==> config.mk <==
export PLATFORM = sky130hd
export DESIGN_NAME = net_feature_config_space
export DESIGN_NICKNAME = d
export VERILOG_FILES = /design/src/rtl/net_cfg_pkg.sv /design/src/rtl/net_feature_config_space.sv
export VERILOG_INCLUDE_DIRS = /design/src /design/src/rtl
export SDC_FILE = /design/constraint.sdc
export NUM_CORES = 1
export LEC_CHECK = 0
export BUFFER_PORTS_ARGS = -buffer_cell sky130_fd_sc_hd__clkbuf_2
export CAP_MARGIN = 20
export CORE_MARGIN = 3
export CORE_UTILIZATION = 57
export CTS_CLUSTER_DIAMETER = 40
export CTS_CLUSTER_SIZE = 30
export DETAILED_ROUTE_END_ITERATION = 10
export PLACE_DENSITY = 0.84
export SLEW_MARGIN = 10
export SYNTH_ARGS = -nofsm -noshare
export SYNTH_HDL_FRONTEND = slang
export SYNTH_SLANG_ARGS = --single-unit
==> constraint.sdc <==
create_clock -name CLK -period 5.9 [get_ports CLK]
set_input_delay 1.77 -clock CLK [delete_from_list [all_inputs] [get_ports CLK]]
set_output_delay 1.77 -clock CLK [all_outputs]
set_load 0.01 [all_outputs]
==> src/rtl/net_cfg_defs.svh <==
`ifndef NET_CFG_DEFS_SVH
`define NET_CFG_DEFS_SVH
// Feature word bit positions.
`define FEAT_DEV_CSUM          0
`define FEAT_DRV_CSUM          1
`define FEAT_OFFLOAD_CTRL      2
`define FEAT_STATION_ADDR      5
`define FEAT_ANY_SEG_LEGACY    6
`define FEAT_DRV_TCP4_SEG      7
`define FEAT_DRV_TCP6_SEG      8
`define FEAT_DRV_CONG_SEG      9
`define FEAT_DRV_UDP_FRAG      10
`define FEAT_DEV_TCP4_SEG      11
`define FEAT_DEV_TCP6_SEG      12
`define FEAT_DEV_CONG_SEG      13
`define FEAT_DEV_UDP_FRAG      14
`define FEAT_MERGE_RX          15
`define FEAT_STATUS            16
`define FEAT_CTRL_QUEUE        17
`define FEAT_CTRL_RX_MODE      18
`define FEAT_CTRL_VLAN         19
`define FEAT_DRV_ANNOUNCE      21
`define FEAT_MULTIQUEUE        22
`define FEAT_CTRL_ADDR_SET     23
// Register byte offsets.
`define OFF_DEV_FEAT           12'h000
`define OFF_DRV_FEAT           12'h004
`define OFF_CONTROL            12'h008
`define OFF_NEG_STATUS         12'h00C
`define OFF_QP_CMD             12'h010
`define OFF_ACTIVE_QP          12'h014
`define OFF_CFG_WORD0          12'h100
`define OFF_CFG_WORD1          12'h104
`define OFF_CFG_WORD2          12'h108
// Control register fields.
`define CTL_LEGACY             0
`define CTL_LINK_UP            1
`define CTL_ANNOUNCE           2
// Status word bit values.
`define LINK_UP_VAL            16'h0001
`define ANNOUNCE_VAL           16'h0002
// Queue-pair limits.
`define QP_MIN                 16'h0001
`define QP_MAX                 16'h8000
// Bus answer codes.
`define RESP_OKAY              2'h0
`define RESP_SLVERR            2'h2
`endif

==> src/rtl/net_cfg_pkg.sv <==
package net_cfg_pkg;
    // Outcome of the last driver feature acceptance.
    typedef enum logic [1:0] {
        NEG_NONE   = 2'h0,
        NEG_OK     = 2'h1,
        NEG_REJECT = 2'h2
    } neg_result_t;
    // Read channel states.
    typedef enum logic [1:0] {
        RD_IDLE = 2'b01,
        RD_RESP = 2'b10
    } rd_state_t;
endpackage : net_cfg_pkg

==> src/rtl/net_feature_config_space.sv <==
// The implementer's own choices: register access over AXI4-Lite and the address map.
`timescale 1ns/100ps
`include "net_cfg_defs.svh"
// Notes on behaviour
// - Bits 0/1: device and driver partial checksum.
// - Bit 2 offload control, bit 5 address.
// - Bits 7-10 driver receive segmentation kinds.
// - Bits 11-14 device accept segmentation kinds.
// - Bit 15 merge receive buffers.
// - Bit 16 status word present.
// - Bits 17-19 control queue, rx mode, VLAN.
// - Bits 21-23 announce, multiqueue, address set.
// - Dependent features require their prerequisites.
// - Congestion marking needs TCPv4 or TCPv6 segmentation.
// - Legacy bit 6 means any segmentation.
// - Address, status, queue pairs, little endian.
// - Address always present, valid with feature.
// - Status: 1 link up, 2 announce.
// - Queue-pair field only with multiqueue.
// - Queue-pair maximum kept within 1..0x8000.
// - Legacy uses native order for 16-bit fields.
// - Legacy makes station address driver writable.
// - Driver sets up N queue pairs plus control.
// - Only first queues used until pair command.
// - Queue index mapping, control at 2N+2.
module net_feature_config_space (
    // Clock and reset.
    input  wire logic        CLK,
    input  wire logic        RSTN,
    // Device capability inputs.
    input  wire logic [31:0] DEV_FEATURES,
    input  wire logic [47:0] STATION_ADDR_IN,
    input  wire logic [15:0] MAX_QP_IN,
    input  wire logic        NATIVE_BIG_ENDIAN,
    // Write address channel.
    input  wire logic [11:0] AWADDR,
    input  wire logic        AWVALID,
    output logic             AWREADY,
    // Write data channel.
    input  wire logic [31:0] WDATA,
    input  wire logic [3:0]  WSTRB,
    input  wire logic        WVALID,
    output logic             WREADY,
    // Write response channel.
    output logic [1:0]       BRESP,
    output logic             BVALID,
    input  wire logic        BREADY,
    // Read address channel.
    input  wire logic [11:0] ARADDR,
    input  wire logic        ARVALID,
    output logic             ARREADY,
    // Read data channel.
    output logic [31:0]      RDATA,
    output logic [1:0]       RRESP,
    output logic             RVALID,
    input  wire logic        RREADY,
    // Outputs to the queue engine.
    output logic [31:0]      NEGOTIATED_FEATURES,
    output logic [15:0]      ACTIVE_QUEUE_PAIRS,
    output logic [16:0]      CONTROL_QUEUE_INDEX,
    output logic [47:0]      STATION_ADDR_OUT
);
    logic [31:0]              offered;       // Feature word shown to the driver.
    logic [31:0]              accepted;      // Last legal driver acceptance.
    logic [2:0]               control;       // Legacy, link and announce controls.
    net_cfg_pkg::neg_result_t neg_result;    // Outcome of last acceptance.
    logic [47:0]              station_addr;  // Address register, legacy writable.
    logic                     addr_loaded;   // Address captured after reset.
    logic [15:0]              max_qp;        // Clamped queue-pair maximum.
    logic [15:0]              active_qp;     // Pairs in use.
    logic [15:0]              status_word;   // Link and announce status.
    logic [15:0]              stat_ord;      // Status in driver order.
    logic [15:0]              qp_ord;        // Queue-pair field in driver order.
    logic                     aw_held;       // Write address taken.
    logic                     w_held;        // Write data taken.
    logic [11:0]              aw_addr;       // Latched write address.
    logic [31:0]              w_data;        // Latched write data.
    logic [3:0]               w_strb;        // Latched byte enables.
    logic                     wr_fire;       // Write performed this cycle.
    logic                     wr_ok;         // Write address decoded.
    logic                     deps_bad;      // Driver word breaks dependencies.
    net_cfg_pkg::rd_state_t   rd_state;      // Read channel state.
    logic [31:0]              rd_word;       // Decoded read value.
    logic                     rd_hit;        // Read address decoded.

    // True when a word holds a feature without its prerequisite.
    function automatic logic deps_broken(input logic [31:0] f);
        logic bad;
        bad = 1'b0;
        if ((f[`FEAT_DRV_TCP4_SEG] | f[`FEAT_DRV_TCP6_SEG] | f[`FEAT_DRV_UDP_FRAG])
            & ~f[`FEAT_DRV_CSUM]) bad = 1'b1;
        if ((f[`FEAT_DEV_TCP4_SEG] | f[`FEAT_DEV_TCP6_SEG] | f[`FEAT_DEV_UDP_FRAG])
            & ~f[`FEAT_DEV_CSUM]) bad = 1'b1;
        if ((f[`FEAT_CTRL_RX_MODE] | f[`FEAT_CTRL_VLAN] | f[`FEAT_DRV_ANNOUNCE]
            | f[`FEAT_MULTIQUEUE] | f[`FEAT_CTRL_ADDR_SET]) & ~f[`FEAT_CTRL_QUEUE])
            bad = 1'b1;
        if (f[`FEAT_DRV_CONG_SEG] & ~(f[`FEAT_DRV_TCP4_SEG] | f[`FEAT_DRV_TCP6_SEG]))
            bad = 1'b1;
        if (f[`FEAT_DEV_CONG_SEG] & ~(f[`FEAT_DEV_TCP4_SEG] | f[`FEAT_DEV_TCP6_SEG]))
            bad = 1'b1;
        return bad;
    endfunction : deps_broken

    // Byte swap for a big-endian native guest order.
    function automatic logic [15:0] to_driver_order(input logic [15:0] v,
                                                    input logic        swap);
        return swap ? {v[7:0], v[15:8]} : v;
    endfunction : to_driver_order

    // Offered word: defined positions only; a dependent bit is
    // dropped unless its prerequisite is offered too.
    always_comb begin
        offered = 32'h0000_0000;
        offered[`FEAT_DEV_CSUM]       = DEV_FEATURES[`FEAT_DEV_CSUM];
        offered[`FEAT_DRV_CSUM]       = DEV_FEATURES[`FEAT_DRV_CSUM];
        offered[`FEAT_OFFLOAD_CTRL]   = DEV_FEATURES[`FEAT_OFFLOAD_CTRL];
        offered[`FEAT_STATION_ADDR]   = DEV_FEATURES[`FEAT_STATION_ADDR];
        // The catch-all segmentation bit exists only in legacy mode.
        offered[`FEAT_ANY_SEG_LEGACY] = DEV_FEATURES[`FEAT_ANY_SEG_LEGACY]
                                        & control[`CTL_LEGACY];
        offered[`FEAT_DRV_TCP4_SEG]   = DEV_FEATURES[`FEAT_DRV_TCP4_SEG]
                                        & DEV_FEATURES[`FEAT_DRV_CSUM];
        offered[`FEAT_DRV_TCP6_SEG]   = DEV_FEATURES[`FEAT_DRV_TCP6_SEG]
                                        & DEV_FEATURES[`FEAT_DRV_CSUM];
        offered[`FEAT_DRV_UDP_FRAG]   = DEV_FEATURES[`FEAT_DRV_UDP_FRAG]
                                        & DEV_FEATURES[`FEAT_DRV_CSUM];
        offered[`FEAT_DRV_CONG_SEG]   = DEV_FEATURES[`FEAT_DRV_CONG_SEG]
                                        & (offered[`FEAT_DRV_TCP4_SEG]
                                           | offered[`FEAT_DRV_TCP6_SEG]);
        offered[`FEAT_DEV_TCP4_SEG]   = DEV_FEATURES[`FEAT_DEV_TCP4_SEG]
                                        & DEV_FEATURES[`FEAT_DEV_CSUM];
        offered[`FEAT_DEV_TCP6_SEG]   = DEV_FEATURES[`FEAT_DEV_TCP6_SEG]
                                        & DEV_FEATURES[`FEAT_DEV_CSUM];
        offered[`FEAT_DEV_UDP_FRAG]   = DEV_FEATURES[`FEAT_DEV_UDP_FRAG]
                                        & DEV_FEATURES[`FEAT_DEV_CSUM];
        offered[`FEAT_DEV_CONG_SEG]   = DEV_FEATURES[`FEAT_DEV_CONG_SEG]
                                        & (offered[`FEAT_DEV_TCP4_SEG]
                                           | offered[`FEAT_DEV_TCP6_SEG]);
        offered[`FEAT_MERGE_RX]       = DEV_FEATURES[`FEAT_MERGE_RX];
        offered[`FEAT_STATUS]         = DEV_FEATURES[`FEAT_STATUS];
        offered[`FEAT_CTRL_QUEUE]     = DEV_FEATURES[`FEAT_CTRL_QUEUE];
        offered[`FEAT_CTRL_RX_MODE]   = DEV_FEATURES[`FEAT_CTRL_RX_MODE]
                                        & DEV_FEATURES[`FEAT_CTRL_QUEUE];
        offered[`FEAT_CTRL_VLAN]      = DEV_FEATURES[`FEAT_CTRL_VLAN]
                                        & DEV_FEATURES[`FEAT_CTRL_QUEUE];
        offered[`FEAT_DRV_ANNOUNCE]   = DEV_FEATURES[`FEAT_DRV_ANNOUNCE]
                                        & DEV_FEATURES[`FEAT_CTRL_QUEUE];
        offered[`FEAT_MULTIQUEUE]     = DEV_FEATURES[`FEAT_MULTIQUEUE]
                                        & DEV_FEATURES[`FEAT_CTRL_QUEUE];
        offered[`FEAT_CTRL_ADDR_SET]  = DEV_FEATURES[`FEAT_CTRL_ADDR_SET]
                                        & DEV_FEATURES[`FEAT_CTRL_QUEUE];
    end

    // Clamped so software never sees an out-of-range maximum.
    always_ff @(posedge CLK) begin
        if (!RSTN) begin
            max_qp <= `QP_MIN;
        end else if (MAX_QP_IN < `QP_MIN) begin
            max_qp <= `QP_MIN;
        end else if (MAX_QP_IN > `QP_MAX) begin
            max_qp <= `QP_MAX;
        end else begin
            max_qp <= MAX_QP_IN;
        end
    end

    // Status bits exist only when the status feature is offered.
    assign status_word = offered[`FEAT_STATUS] ?
        ((control[`CTL_LINK_UP] ? `LINK_UP_VAL : 16'h0000) |
         (control[`CTL_ANNOUNCE] ? `ANNOUNCE_VAL : 16'h0000)) : 16'h0000;
    assign stat_ord = to_driver_order(status_word,
                                      control[`CTL_LEGACY] & NATIVE_BIG_ENDIAN);
    assign qp_ord   = to_driver_order(offered[`FEAT_MULTIQUEUE] ? max_qp : 16'h0000,
                                      control[`CTL_LEGACY] & NATIVE_BIG_ENDIAN);

    // Write channel: address and data are taken in either order and held.
    assign AWREADY = ~aw_held & ~BVALID;
    assign WREADY  = ~w_held & ~BVALID;
    assign wr_fire = aw_held & w_held & ~BVALID;
    always_ff @(posedge CLK) begin
        if (!RSTN) begin
            aw_held <= 1'b0;
            aw_addr <= 12'h000;
        end else if (AWVALID && AWREADY) begin
            aw_held <= 1'b1;
            aw_addr <= AWADDR;
        end else if (wr_fire) begin
            aw_held <= 1'b0;
        end
    end
    always_ff @(posedge CLK) begin
        if (!RSTN) begin
            w_held <= 1'b0;
            w_data <= 32'h0000_0000;
            w_strb <= 4'h0;
        end else if (WVALID && WREADY) begin
            w_held <= 1'b1;
            w_data <= WDATA;
            w_strb <= WSTRB;
        end else if (wr_fire) begin
            w_held <= 1'b0;
        end
    end

    // Writable addresses; address words only in legacy mode.
    always_comb begin
        case (aw_addr)
            `OFF_DRV_FEAT, `OFF_CONTROL, `OFF_QP_CMD: wr_ok = 1'b1;
            `OFF_CFG_WORD0, `OFF_CFG_WORD1: wr_ok = control[`CTL_LEGACY];
            default: wr_ok = 1'b0;
        endcase
    end

    // Write response; an unmapped or read-only target answers with an error.
    always_ff @(posedge CLK) begin
        if (!RSTN) begin
            BVALID <= 1'b0;
            BRESP  <= `RESP_OKAY;
        end else if (wr_fire) begin
            BVALID <= 1'b1;
            BRESP  <= wr_ok ? `RESP_OKAY : `RESP_SLVERR;
        end else if (BREADY) begin
            BVALID <= 1'b0;
        end
    end

    // A broken acceptance is refused whole and the previous set stays,
    // so the queue engine never sees an illegal mix.
    assign deps_bad = deps_broken(w_data & offered);
    always_ff @(posedge CLK) begin
        if (!RSTN) begin
            accepted   <= 32'h0000_0000;
            neg_result <= net_cfg_pkg::NEG_NONE;
        end else if (wr_fire && aw_addr == `OFF_DRV_FEAT) begin
            if (deps_bad || (w_data & ~offered) != 32'h0000_0000) begin
                neg_result <= net_cfg_pkg::NEG_REJECT;
            end else begin
                accepted   <= w_data;
                neg_result <= net_cfg_pkg::NEG_OK;
            end
        end
    end

    // Control register: legacy, link and announce.
    always_ff @(posedge CLK) begin
        if (!RSTN) begin
            control <= 3'h0;
        end else if (wr_fire && aw_addr == `OFF_CONTROL && w_strb[0]) begin
            control <= w_data[2:0];
        end
    end

    // One pair only until the pair command, with multiqueue negotiated;
    // out-of-range requests are ignored.
    always_ff @(posedge CLK) begin
        if (!RSTN) begin
            active_qp <= `QP_MIN;
        end else if (!accepted[`FEAT_MULTIQUEUE]) begin
            active_qp <= `QP_MIN;
        end else if (wr_fire && aw_addr == `OFF_QP_CMD
                     && w_data[15:0] >= `QP_MIN && w_data[15:0] <= max_qp) begin
            active_qp <= w_data[15:0];
        end
    end

    // Address captured after reset; legacy writes update bytes.
    always_ff @(posedge CLK) begin
        if (!RSTN) begin
            station_addr <= 48'h0000_0000_0000;
            addr_loaded  <= 1'b0;
        end else if (!addr_loaded) begin
            station_addr <= STATION_ADDR_IN;
            addr_loaded  <= 1'b1;
        end else if (wr_fire && wr_ok && aw_addr == `OFF_CFG_WORD0) begin
            for (int i = 0; i < 4; i++) begin
                if (w_strb[i]) station_addr[8*i +: 8] <= w_data[8*i +: 8];
            end
        end else if (wr_fire && wr_ok && aw_addr == `OFF_CFG_WORD1) begin
            for (int i = 0; i < 2; i++) begin
                if (w_strb[i]) station_addr[32+8*i +: 8] <= w_data[8*i +: 8];
            end
        end
    end

    // Read decode; config bytes packed into little-endian words.
    always_comb begin
        rd_hit = 1'b1;
        case (ARADDR)
            `OFF_DEV_FEAT:   rd_word = offered;
            `OFF_DRV_FEAT:   rd_word = accepted;
            `OFF_CONTROL:    rd_word = {29'h0000_0000, control};
            `OFF_NEG_STATUS: rd_word = {30'h0000_0000, neg_result};
            `OFF_QP_CMD:     rd_word = {16'h0000, active_qp};
            `OFF_ACTIVE_QP:  rd_word = {16'h0000, active_qp};
            `OFF_CFG_WORD0:  rd_word = station_addr[31:0];
            `OFF_CFG_WORD1:  rd_word = {stat_ord, station_addr[47:32]};
            `OFF_CFG_WORD2:  rd_word = {16'h0000, qp_ord};
            default: begin
                rd_word = 32'h0000_0000;
                rd_hit  = 1'b0;
            end
        endcase
    end

    // Read channel: answer one cycle on, held until taken.
    assign ARREADY = (rd_state == net_cfg_pkg::RD_IDLE);
    assign RVALID  = (rd_state == net_cfg_pkg::RD_RESP);
    always_ff @(posedge CLK) begin
        if (!RSTN) begin
            rd_state <= net_cfg_pkg::RD_IDLE;
            RDATA    <= 32'h0000_0000;
            RRESP    <= `RESP_OKAY;
        end else begin
            case (rd_state)
                net_cfg_pkg::RD_IDLE: begin
                    if (ARVALID) begin
                        rd_state <= net_cfg_pkg::RD_RESP;
                        RDATA    <= rd_word;
                        RRESP    <= rd_hit ? `RESP_OKAY : `RESP_SLVERR;
                    end
                end
                net_cfg_pkg::RD_RESP: begin
                    if (RREADY) rd_state <= net_cfg_pkg::RD_IDLE;
                end
                default: rd_state <= net_cfg_pkg::RD_IDLE;
            endcase
        end
    end

    // Outputs to the queue engine: control queue sits at 2N+2.
    always_ff @(posedge CLK) begin
        if (!RSTN) begin
            NEGOTIATED_FEATURES <= 32'h0000_0000;
            ACTIVE_QUEUE_PAIRS  <= `QP_MIN;
            CONTROL_QUEUE_INDEX <= 17'h00000;
            STATION_ADDR_OUT    <= 48'h0000_0000_0000;
        end else begin
            NEGOTIATED_FEATURES <= accepted;
            ACTIVE_QUEUE_PAIRS  <= active_qp;
            CONTROL_QUEUE_INDEX <= {(accepted[`FEAT_MULTIQUEUE] ? max_qp : `QP_MIN), 1'b0}
                                   + 17'h00002;
            STATION_ADDR_OUT    <= station_addr;
        end
    end
endmodule : net_feature_config_space

# Word-level counts from Yosys, hierarchy flattened

Cells that the tools add are included.

Register bits after elaboration: 320
Logic and storage cells: 173
Input port bits: 164
Output and inout bits: 154

Order comparisons: 4
Reductions and logical operators: 33
Multiplexer cells: 36
Bitwise operators: 48
Add/sub/neg operators: 1
Equality and inequality tests: 24

Operators with widths:

| kind                  | count |
|---|---|
| $pmux 32 s8           | 1 |
| $mux 16               | 6 |
| $eq 12x9->1 const B   | 5 |
| $mux 48               | 1 |
| $eq 12x4->1 const B   | 3 |
| $eq 12x5->1 const B   | 3 |
| $and 32x32->32        | 1 |
| $mux 32               | 1 |
| $mux 8                | 4 |
| $not 24->32           | 1 |
| $reduce_bool 32->1    | 1 |
| $and 1x1->1           | 24 |
| $and 24x24->24        | 1 |
| $eq 12x3->1 const B   | 2 |
| $add 17x2->17 const B | 1 |
| $ge 16x1->1 const B   | 1 |
| $gt 16x16->1 const B  | 1 |
| $le 16x16->1          | 1 |
| $lt 16x1->1 const B   | 1 |
| $reduce_and 2->1      | 8 |
| $mux 2                | 7 |
| $ne 2x1->1 const B    | 7 |
| $mux 1                | 13 |
| $logic_not 12->1      | 1 |
| other kinds (16)      | 51 |

# Depth between registers and ports, before layout

Gate-level depths: netlist of the first run.

Depth in word-level cells: 15
Depth in mapped cells: 10

# Worst setup path after synthesis of the first run

No wires, ideal clock.

Path type: input -> register
Start point: input port ARADDR[9]
End point: register RDATA[20]
Path slack: 2.343 ns
Data required time: 5.826 ns
Buffers on the path: 1
Arrival time: 3.482 ns
Stages on the path: 7
Library setup time: 0.074 ns
Cells stage by stage: or4_1 > nor3_2 > buf_4 > a22o_2 > nand3_4 > or4_4 > o21ai_0

Cells in the longest elaborated chain, start to end: 3

RTL lines:

| element                   | RTL line                        | text |
|---|---|---|
| start, declared           | net_feature_config_space.sv:49  | `input wire logic [11:0] ARADDR,` |
| $eq 12x5->1               | net_feature_config_space.sv:288 | `case (ARADDR)` |
| $reduce_or 2->1 (no line) | n/a                             |  |
| $pmux 32 s8 (*)           | net_feature_config_space.sv:288 |  |
| end signal, assigned      | net_feature_config_space.sv:318 | `RDATA <= rd_word;` |
| end, declared             | net_feature_config_space.sv:53  | `output logic [31:0] RDATA,` |

Every way passes the cells marked *; elsewhere a longest branch is shown, timed or not.
A chain may end at the register's enable or synchronous reset.

# Final worst setup path of the first run

Start point: input port ARADDR[9]
End point: register RDATA[18]

The elaborated chain is that of the path after synthesis.

==> results of run 1 <==
## sequential cells by signal, summed over array words and instances, names as in the netlist
register / flops
aw_addr: 12
max_qp: 16
accepted: 32
station_addr: 48
addr_loaded: 1
BVALID: 1
w_data: 32
control: 3
STATION_ADDR_OUT: 48
w_strb: 4
ACTIVE_QUEUE_PAIRS: 16
active_qp: 16
NEGOTIATED_FEATURES: 32
aw_held: 1
RRESP: 1
RDATA: 32
w_held: 1
BRESP: 1
neg_result: 2
CONTROL_QUEUE_INDEX: 16
rd_state: 2
## final timing paths
| check | to | slack, ps | depth (start not counted) |
|---|---|---|---|
| max | RDATA[18] | 1950 | 6 |
| min | aw_addr[1] | 460 | 2 |
| max reg2reg | active_qp[11] | 2310 | 7 |
| min reg2reg | aw_addr[1] | 460 | 2 |
## layer usage
layer	part of all wire	vias up	GRT usage
met5	0	-	0
met4	0.050	0	0.160
met3	0.11	140	0.0564
met2	0.46	753	0.540
met1	0.39	5606	0.458
li1	-	5533	-
## kinds of logic after synthesis
kind of cell | Yosys count | synth area share
AOI/OAI and AO/OA | 316 | 0.162
adders and majority gates | 17 | 0.0165
DFF | 317 | 0.492
other | 1 | 0.000291
buffers and inverters | 153 | 0.0477
xor gates and xnor gates | 12 | 0.00815
muxes | 83 | 0.0655
and+or+nand+nor | 539 | 0.207
## cells in the mapped netlist, types with 7 or more instances
cell	count
nand2_1	250
a22oi_1	35
nand4_1	12
nor2b_1	10
a211oi_1	21
buf_4	7
clkbuf_1	78
and3_1	31
mux2i_1	81
o21ai_0	70
buf_1	9
nor2_1	55
a21oi_1	90
o31ai_1	16
and2_1	82
nand2b_1	7
nor4_1	14
dfxtp_1	317
a221oi_1	10
xnor2_1	9
a221o_1	15
buf_2	10
a222oi_1	8
ha_1	17
nor3_1	7
inv_1	47
nand3_1	36
## metrics by stage
stage / total power, mW / setup WS, ps / hold WS (ps) / util
3_3_place_gp: 2.69 / 1520 / 438 / 0.655
4_1_cts: 4.83 / 2060 / 455 / 0.707
2_1_floorplan: 2.53 / 2340 / 423 / -
6_report: 4.83 / 1950 / 456 / 0.707
3_5_place_dp: 2.70 / 1500 / 446 / 0.655
5_1_grt: 4.96 / 1790 / 473 / 0.707
## worst max-delay path, cell delays in order
cell,delay (ps)
clkbuf_2,90
or4_1,590
or3_1,530
nor2_1,860
a222oi_1,330
o21ai_0,220
## layout make-up
type                            count  area [um^2]  area share
Tap cell                          280          350      0.0225
Inverter                           48          180      0.0116
Clock buffer                       40          925      0.0594
Timing Repair Buffer              315         1610       0.103
Clock inverter                     19          221      0.0142
Multi-Input combinational cell    970         5940       0.381
Sequential cell                   317         6350       0.408
## power breakdown
group	switching, mW	internal, mW	total [mW]
sequential	0.0942	2.21	2.30
combinational	0.220	0.147	0.367
clock	0.914	1.24	2.16
total	1.23	3.60	4.83
==> key figures, run 1 <==
Outcome
  • Status: completed

Routing
  • Total routed wirelength: 43400 um
  • Drt pass-1 iters: 8
  • Antenna Violating Nets Remaining: 0
  • WL/cell: 21.8 um
  • Via count: 12000
  • Via/cell ratio: 6.05
  • Number of DRC markers in iteration 0: between 1000 and 1500
  • # DRC: 0

Power and ir drop
  • PwrDens: 310 nW/um^2
  • Leak: roughly 6.9 nW
  • VDD IR max: 0.000199 V

Placement
  • Final HPWL DP: just over 30000 um
  • DP Cell Count: 1930
  • # port buffers: approximately 300
  • Placed cell area: 14400 um^2
  • GPL Wtd Cong: 0.990

Logic synthesis
  • Post-synth EDFFs: 0
  • Count of cell types in the netlist: 73
  • Fraction of registers with async set/reset: 0
  • Synth Area per Inst: 8.96 um^2
  • Mapped Area: 12900 um^2
  • Seq/Total Area, Yosys: 0.492
  • Post-synth top area share: 0.492
  • Synth top area cells: dfxtp_1 (49%), nand2_1 (7.3%), mux2i_1 (6.3%)
  • Yosys Warn Count: 0
  • Number of synthesized register bits: 317
  • Mapped Cells: around 1400
  • Ys flop type: dfxtp_1
  • Synth area leader: dfxtp_1

Clock network
  • CTS HTree Levels: 2
  • CTS Buffer Depth: 3
  • Hold Buf Count CTS: 0
  • Clock sink count: about 320
  • CTS tree: built
  • Post-CTS setup buffers: 0
  • Post-CTS sizing: 0
  • CTS clock-pin slew for the worst setup and hold paths: 70 ps
  • Num CTS Buffers: 34
  • Skew-Pair Late Insertion Delay: around 520 ps
  • Clk Tree Root Cell: clkbuf_16

Global routing
  • Total gr overflow: 0
  • Initial antenna violation count: 0
  • Pin count of the biggest net entering global routing: 87
  • Gr usage total: 0.341
  • First-pass GRT wire length: 64700 um
  • Vias in the first global route: 11300

Layout
  • Ant. Diodes: 0
  • Final instance area: about 16000 um^2
  • Commonest non-fill, non-tap cell in the layout: dfxtp_1
  • Share of layout cells above drive strength 1: 0.233
  • Commonest cells after routing, fill and taps aside: dfxtp_1 (316), clkbuf_2 (302), nand2_1 (250), a21oi_1 (90), and2_1 (82)
  • Area grow syn2layout: 20.8%
  • Fillers: 1743
  • Nets: 1867
  • Non-Filler Instances: 1989

Floorplan
  • Io pins: ~320
  • Die H: roughly 160 um
  • Initial Utilization: 0.585
  • Die Span X: 156 um
  • Core area: 22000 um^2
  • Die area: roughly 24000 um^2
  • FP Rows: 54

Timing
  • Worst slew margin: 0.269
  • Setup_tns: 0 ps
  • Final setup violation count: 0
  • RSZ-0062 raised after global routing: false
  • Minimum clock period: 3950 ps
  • Fmax: 253 MHz
  • Worst Tran Pin Value: 1090 ps
  • Final Skew: 17.1 ps
  • Fin crit share: 0.669
  • Max-slew violations: 0
  • Hold Fails Final Rpt: 0

Job
  • Max-cap viol count: 0

Critical path
  • Arrival @ worst endpoint: 4390 ps
  • Worst Path Max Fanout: 12
  • FF-to-FF Start: w_data[1]
  • Crit path capture type: register
  • CP required: 6340 ps
  • CP Class: primary input to register
  • Critical Path Start Type: primary input
  • CP startpoint: ARADDR[9]

Worst hold path
  • Path type of the worst min-delay path: register to register
  • Worst hold start: aw_addr[1]
No activity file was read; power rests on OpenSTA's default activity.
==> run 2: changes to the inputs <==
- CORE_UTILIZATION: 57 -> 48
- PLACE_DENSITY: 0.84 -> 0.75
- clock period: 5.9 -> 3.4 ns (I/O delays scaled with it)
==> key figures, run 2 (synthesis gave the netlist of run 1 again) <==
Outcome
  • Status: completed

Clock network
  • Clock sink count: 317 (unchanged)
  • CTS tree: built
  • Num CTS Buffers: 41 (+21%)
  • CTS HTree Levels: 2 (unchanged)
  • CTS clock-pin slew for the worst setup and hold paths: 60 ps (about the same)
  • Post-CTS setup buffers: 0 (unchanged)
  • Clk Tree Root Cell: clkbuf_16
  • CTS Buffer Depth: 3 (unchanged)
  • Skew-Pair Late Insertion Delay: 540 ps (+20 ps)
  • Post-CTS sizing: 0 (unchanged)
  • Hold Buf Count CTS: 0 (unchanged)

Critical path
  • CP startpoint: max_qp[9]
  • Reg2Reg Setup Slack: 490 ps (-1820 ps)
  • CP Class: register to register
  • R2r endpoint: active_qp[9]
  • FF-to-FF Start: max_qp[9]
  • CP required: 3810 ps (-2530 ps)
  • Worst setup endpoint: active_qp[9]
  • R2r worst-path depth: 8 (+1)
  • Critical Path Start Type: register
  • Worst Path Max Fanout: 16 (+4)
  • Crit path capture type: register
  • Arrival @ worst endpoint: 3320 ps (-1070 ps)

Timing
  • Minimum clock period: ~2900 ps
  • WHS: 450 ps (-5.44 ps)
  • Setup_tns: 0 ps (unchanged)
  • Fmax: 344 MHz
  • Final Skew: 17.6 ps (+0.516 ps)
  • Max-slew violations: 0 (unchanged)
  • Final setup violation count: 0 (unchanged)
  • Worst Tran Pin Value: 814 ps (-279 ps)
  • Hold Fails Final Rpt: 0 (unchanged)
  • RSZ-0062 raised after global routing: false
  • Fin crit share: 0.856
  • Worst slew margin: 0.457 (+0.189)

Routing
  • # DRC: 0 (unchanged)
  • Drt pass-1 iters: 5 (-3)
  • Via count: 12000 (-0.32%)
  • Antenna Violating Nets Remaining: 0 (unchanged)
  • Total routed wirelength: 45200 um (+4.2%)
  • Via/cell ratio: 5.71 (-5.6%)
  • WL/cell: 21.5 um (-1.3%)
  • Number of DRC markers in iteration 0: 1294 (+8.7%)

Layout
  • Largest regs: STATION_ADDR_OUT: 48 flops, station_addr: 48 flops
  • Commonest cells after routing, fill and taps aside: dfxtp_1 (316), clkbuf_2 (302), nand2_1 (250), a21oi_1 (90), and2_1 (82)
  • Area grow syn2layout: 26.0%
  • Share of layout cells above drive strength 1: 0.257 (+0.0245)
  • Commonest non-fill, non-tap cell in the layout: dfxtp_1
  • Non-Filler Instances: 2100 (+5.6%)
  • Nets: 1913 (+2.5%)
  • Fillers: 2262 (+30%)

Floorplan
  • FP Rows: 59 (+9.3%)
  • Core area: 26200 um^2 (+19%)
  • Die Span X: 170 um (+8.6%)
  • Initial Utilization: 0.492 (-0.0934)
  • Die H: 170 um (+8.6%)
  • Io pins: 318 (unchanged)
  • Die area: 28900 um^2 (+18%)

Job
  • Max-cap viol count: 0 (unchanged)

Power and ir drop
  • Tot Pwr: 9.06 mW (+88%)
  • VDD IR max: 0.000325 V (+63%)
  • Leak: 7.27 nW (+5.1%)
  • PwrDens: 558 nW/um^2 (+80%)

Global routing
  • Pin count of the biggest net entering global routing: 148 (+70%)
  • First-pass GRT wire length: 66500 um (+2.8%)
  • Vias in the first global route: 11400 (+0.75%)
  • Total gr overflow: 0 (unchanged)
  • Met1 usage: 0.416 (-0.0427)
  • GR Util met3: 0.0613 (+0.00491)
  • Initial antenna violation count: 1 (+1)
  • Busiest layer in global routing: met2
  • Gr usage total: 0.299 (-0.0419)
  • Met2 usage: 0.459 (-0.0810)

Placement
  • GPL Wtd Cong: 1.02 (+2.8%)
  • # port buffers: 303 (unchanged)
  • Final HPWL DP: 33100 um (+6.3%)
  • DP Cell Count: 2024 (+4.9%)

Worst hold path
  • Path type of the worst min-delay path: register to register
  • Worst hold start: aw_addr[1]
run 2: cell types whose count changed in the layout (fill, tap and decap cells not counted):
cell        before  now
clkbuf_16       35   42
clkbuf_1         2    1
inv_12           1    0
inv_6            6    7
clkinvlp_4       3    0
clkinv_8         2    6
clkbuf_8         3    1
diode_2          0    1
buf_4           13   50
buf_12           0    2
clkinv_4         0    9
inv_8            2    4
run 2: final cells by class:
type,instances,area [um^2],area share
multi-input combinational,970,5940,0.366
antenna,1,2.50,0.000154
inverter,48,180,0.0111
sequential,317,6350,0.391
timing repair buffer,354,1930,0.119
tap,335,419,0.0258
clock inverter,31,358,0.0220
clock buffer,44,1070,0.0658
run 2: worst min-delay path by stage:
stage | cells past startpoint | endpoint
after global routing | 2 | aw_addr[1]
after floorplan | 2 | NEGOTIATED_FEATURES[0]
after detailed placement | 2 | aw_addr[1]
after global placement | 2 | RDATA[19]
after CTS | 2 | aw_addr[1]
final | 2 | aw_addr[1]
run 2: metrics by stage:
| step | worst slack, ps | instance area, um^2 | utilization |
|---|---|---|---|
| floorplan | 593 | 12900 | - |
| global placement | 319 | 14800 | 0.565 |
| detailed placement | 261 | 14800 | 0.565 |
| CTS | 554 | 16200 | 0.620 |
| global route | 403 | 16200 | 0.620 |
| finish | 491 | 16200 | 0.620 |
run 2: power breakdown:
| part | internal [mW] | switching (mW) |
|---|---|---|
| Combinational | 0.275 | 0.444 |
| Clock | 2.55 | 1.86 |
| Sequential | 3.83 | 0.110 |
| Total | 6.65 | 2.41 |
run 2: worst max-delay path, stage by stage (launching register included):
cell and delay [ps]:
dfxtp_1 470, inv_1 200, ha_1 350, a21o_1 160, nand3_1 70, a21oi_1 60, or4_1 610, and3_1 420
a221o_1 440
run 2: layer usage:
metal  wire length, um  vias to the layer above
li1                  -                     5640
met1             19000                     5582
met2             19900                      654
met3              4460                      115
met4              1740                        2
met5                13                        -
==> run 3: changes to the inputs <==
- PLACE_DENSITY: 0.75 -> 0.76
- SKIP_CTS_REPAIR_TIMING: not set -> 1
==> key figures, run 3 (synthesis gave the netlist of run 1 again) <==
Timing
  • Setup_tns: 0 ps (unchanged)
  • Worst Tran Pin Value: 829 ps (+14.6 ps)
  • Max-slew violations: 0 (unchanged)
  • Fin crit share: 0.925 (+0.0695)
  • Worst slew margin: 0.448 (-0.00976)
  • Final setup violation count: 0 (unchanged)
  • Final Skew: 28.5 ps (+10.8 ps)
  • RSZ-0062 raised after global routing: false
  • Fmax: 318 MHz (-7.5%)
  • Hold Fails Final Rpt: 0 (unchanged)
  • Minimum clock period: 3150 ps (+236 ps)

Power and ir drop
  • VDD IR max: 0.000323 V (-0.56%)
  • Leak: 7.27 nW (about the same)
  • Tot Pwr: 8.99 mW (-0.76%)
  • PwrDens: 553 nW/um^2 (-0.91%)

Floorplan
  • Initial Utilization: 0.492 (unchanged)
  • Core area: 26200 um^2 (unchanged)
  • FP Rows: 59 (unchanged)
  • Io pins: 318 (unchanged)
  • Die H: 170 um (unchanged)
  • Die Span X: 170 um (unchanged)
  • Die area: 28900 um^2 (unchanged)

Job
  • Max-cap viol count: 0 (unchanged)

Layout
  • Nets: 1918 (+0.26%)
  • Commonest non-fill, non-tap cell in the layout: dfxtp_1
  • Ant. Diodes: 0 (-1)
  • Share of layout cells above drive strength 1: 0.259 (+0.00210)
  • Commonest cells after routing, fill and taps aside: dfxtp_1 (316), clkbuf_2 (302), nand2_1 (250), a21oi_1 (90), and2_1 (82)
  • Area grow syn2layout: 26.2%
  • Largest regs: STATION_ADDR_OUT: 48 flops, station_addr: 48 flops

Routing
  • WL/cell: 21.4 um (-0.43%)
  • Number of DRC markers in iteration 0: 1278 (-1.2%)
  • Total routed wirelength: 45100 um (-0.24%)
  • Via count: 12200 (+1.5%)
  • Antenna Violating Nets Remaining: 0 (unchanged)
  • Via/cell ratio: 5.79 (+1.3%)
  • Drt pass-1 iters: 6 (+1)
  • # DRC: 0 (unchanged)

Global routing
  • Initial antenna violation count: 0 (-1)
  • Total gr overflow: 0 (unchanged)
  • Pin count of the biggest net entering global routing: 106 (-28%)
  • First-pass GRT wire length: 67000 um (+0.73%)
  • Gr usage total: 0.300 (+0.000789)
  • Vias in the first global route: 11300 (-0.68%)

Placement
  • # port buffers: 303 (unchanged)
  • Final HPWL DP: 33100 um (about the same)
  • GPL Wtd Cong: 1.01 (-0.79%)

Critical path
  • Arrival @ worst endpoint: 3520 ps (+200 ps)
  • CP Class: register to register
  • Worst Path Max Fanout: 16 (unchanged)
  • Crit-path slowest cell: and3_1
  • Crit path capture type: register
  • CP cell instances: inv_1 > ha_1 > nor2b_1 > o211ai_1 > a2111oi_0 > or4_1 > and3_1 > a221oi_1
  • R2r worst-path depth: 8 (unchanged)
  • CP required: 3770 ps (-40 ps)
  • Reg2Reg Setup Slack: 250 ps (-240 ps)
  • Critical Path Start Type: register
  • Crit path largest cell delay: 700 ps (+90 ps)

Outcome
  • Status: completed

Clock network
  • CTS tree: built
  • CTS clock-pin slew for the worst setup and hold paths: 60 ps (about the same)
  • CTS Buffer Depth: 3 (unchanged)
  • Clk Tree Root Cell: clkbuf_16
  • Skew-Pair Late Insertion Delay: 530 ps (about the same)
  • Clock sink count: 317 (unchanged)
  • CTS HTree Levels: 2 (unchanged)
  • Num CTS Buffers: 40 (-2.4%)

Worst hold path
  • Path type of the worst min-delay path: register to register
  • Worst hold path depth: 2 (unchanged)
-- run 3: area by class of cell --
| class | count | area (um^2) |
|---|---|---|
| clock inverter | 30 | 327 |
| fill | 2220 | 9940 |
| timing repair buffer | 360 | 1980 |
| multi-input combinational | 970 | 5940 |
| inverter | 48 | 180 |
| sequential | 317 | 6350 |
| tap | 335 | 419 |
| clock buffer | 44 | 1070 |
-- run 3: routing by layer --
layer / up-vias / global-route usage / share of wire
li1: 5659 / - / -
met2: 669 / 0.459 / 0.44
met3: 120 / 0.0465 / 0.092
met4: 0 / 0.135 / 0.047
met1: 5724 / 0.421 / 0.42
met5: - / 0 / 0
-- run 3: stage by stage --
step,util,setup slack (ps),instance area [um^2],cells,hold WS [ps]
4_1_cts,0.621,428,16300,2104,452
3_5_place_dp,0.567,161,14900,2030,444
2_1_floorplan,-,593,12900,1440,423
5_1_grt,0.621,212,16300,2104,476
3_3_place_gp,0.567,142,14900,2030,438
6_report,0.621,254,16300,2104,453
-- run 3: where the power goes --
part	internal, mW	switching (mW)	leakage [nW]
registers	3.83	0.112	2.58
logic	0.280	0.442	4.03
clock network	2.52	1.81	0.661
total	6.63	2.36	7.27
-- run 3: path summary, 6_finish.rpt --
kind,startpoint,end
worst max-delay path,w_data[0],active_qp[0]
worst min-delay path,aw_addr[6],aw_addr[6]
worst max register to register,w_data[0],active_qp[0]
worst min register to register,aw_addr[6],aw_addr[6]
-- run 3: critical path, delay by kind of cell, from the launching register on --
kind / cells / cell delay [ps]
simple gates: 3 / 1060
compound gates: 3 / 750
flops: 1 / 620
buf+inv: 1 / 290
fa+ha+maj: 1 / 260
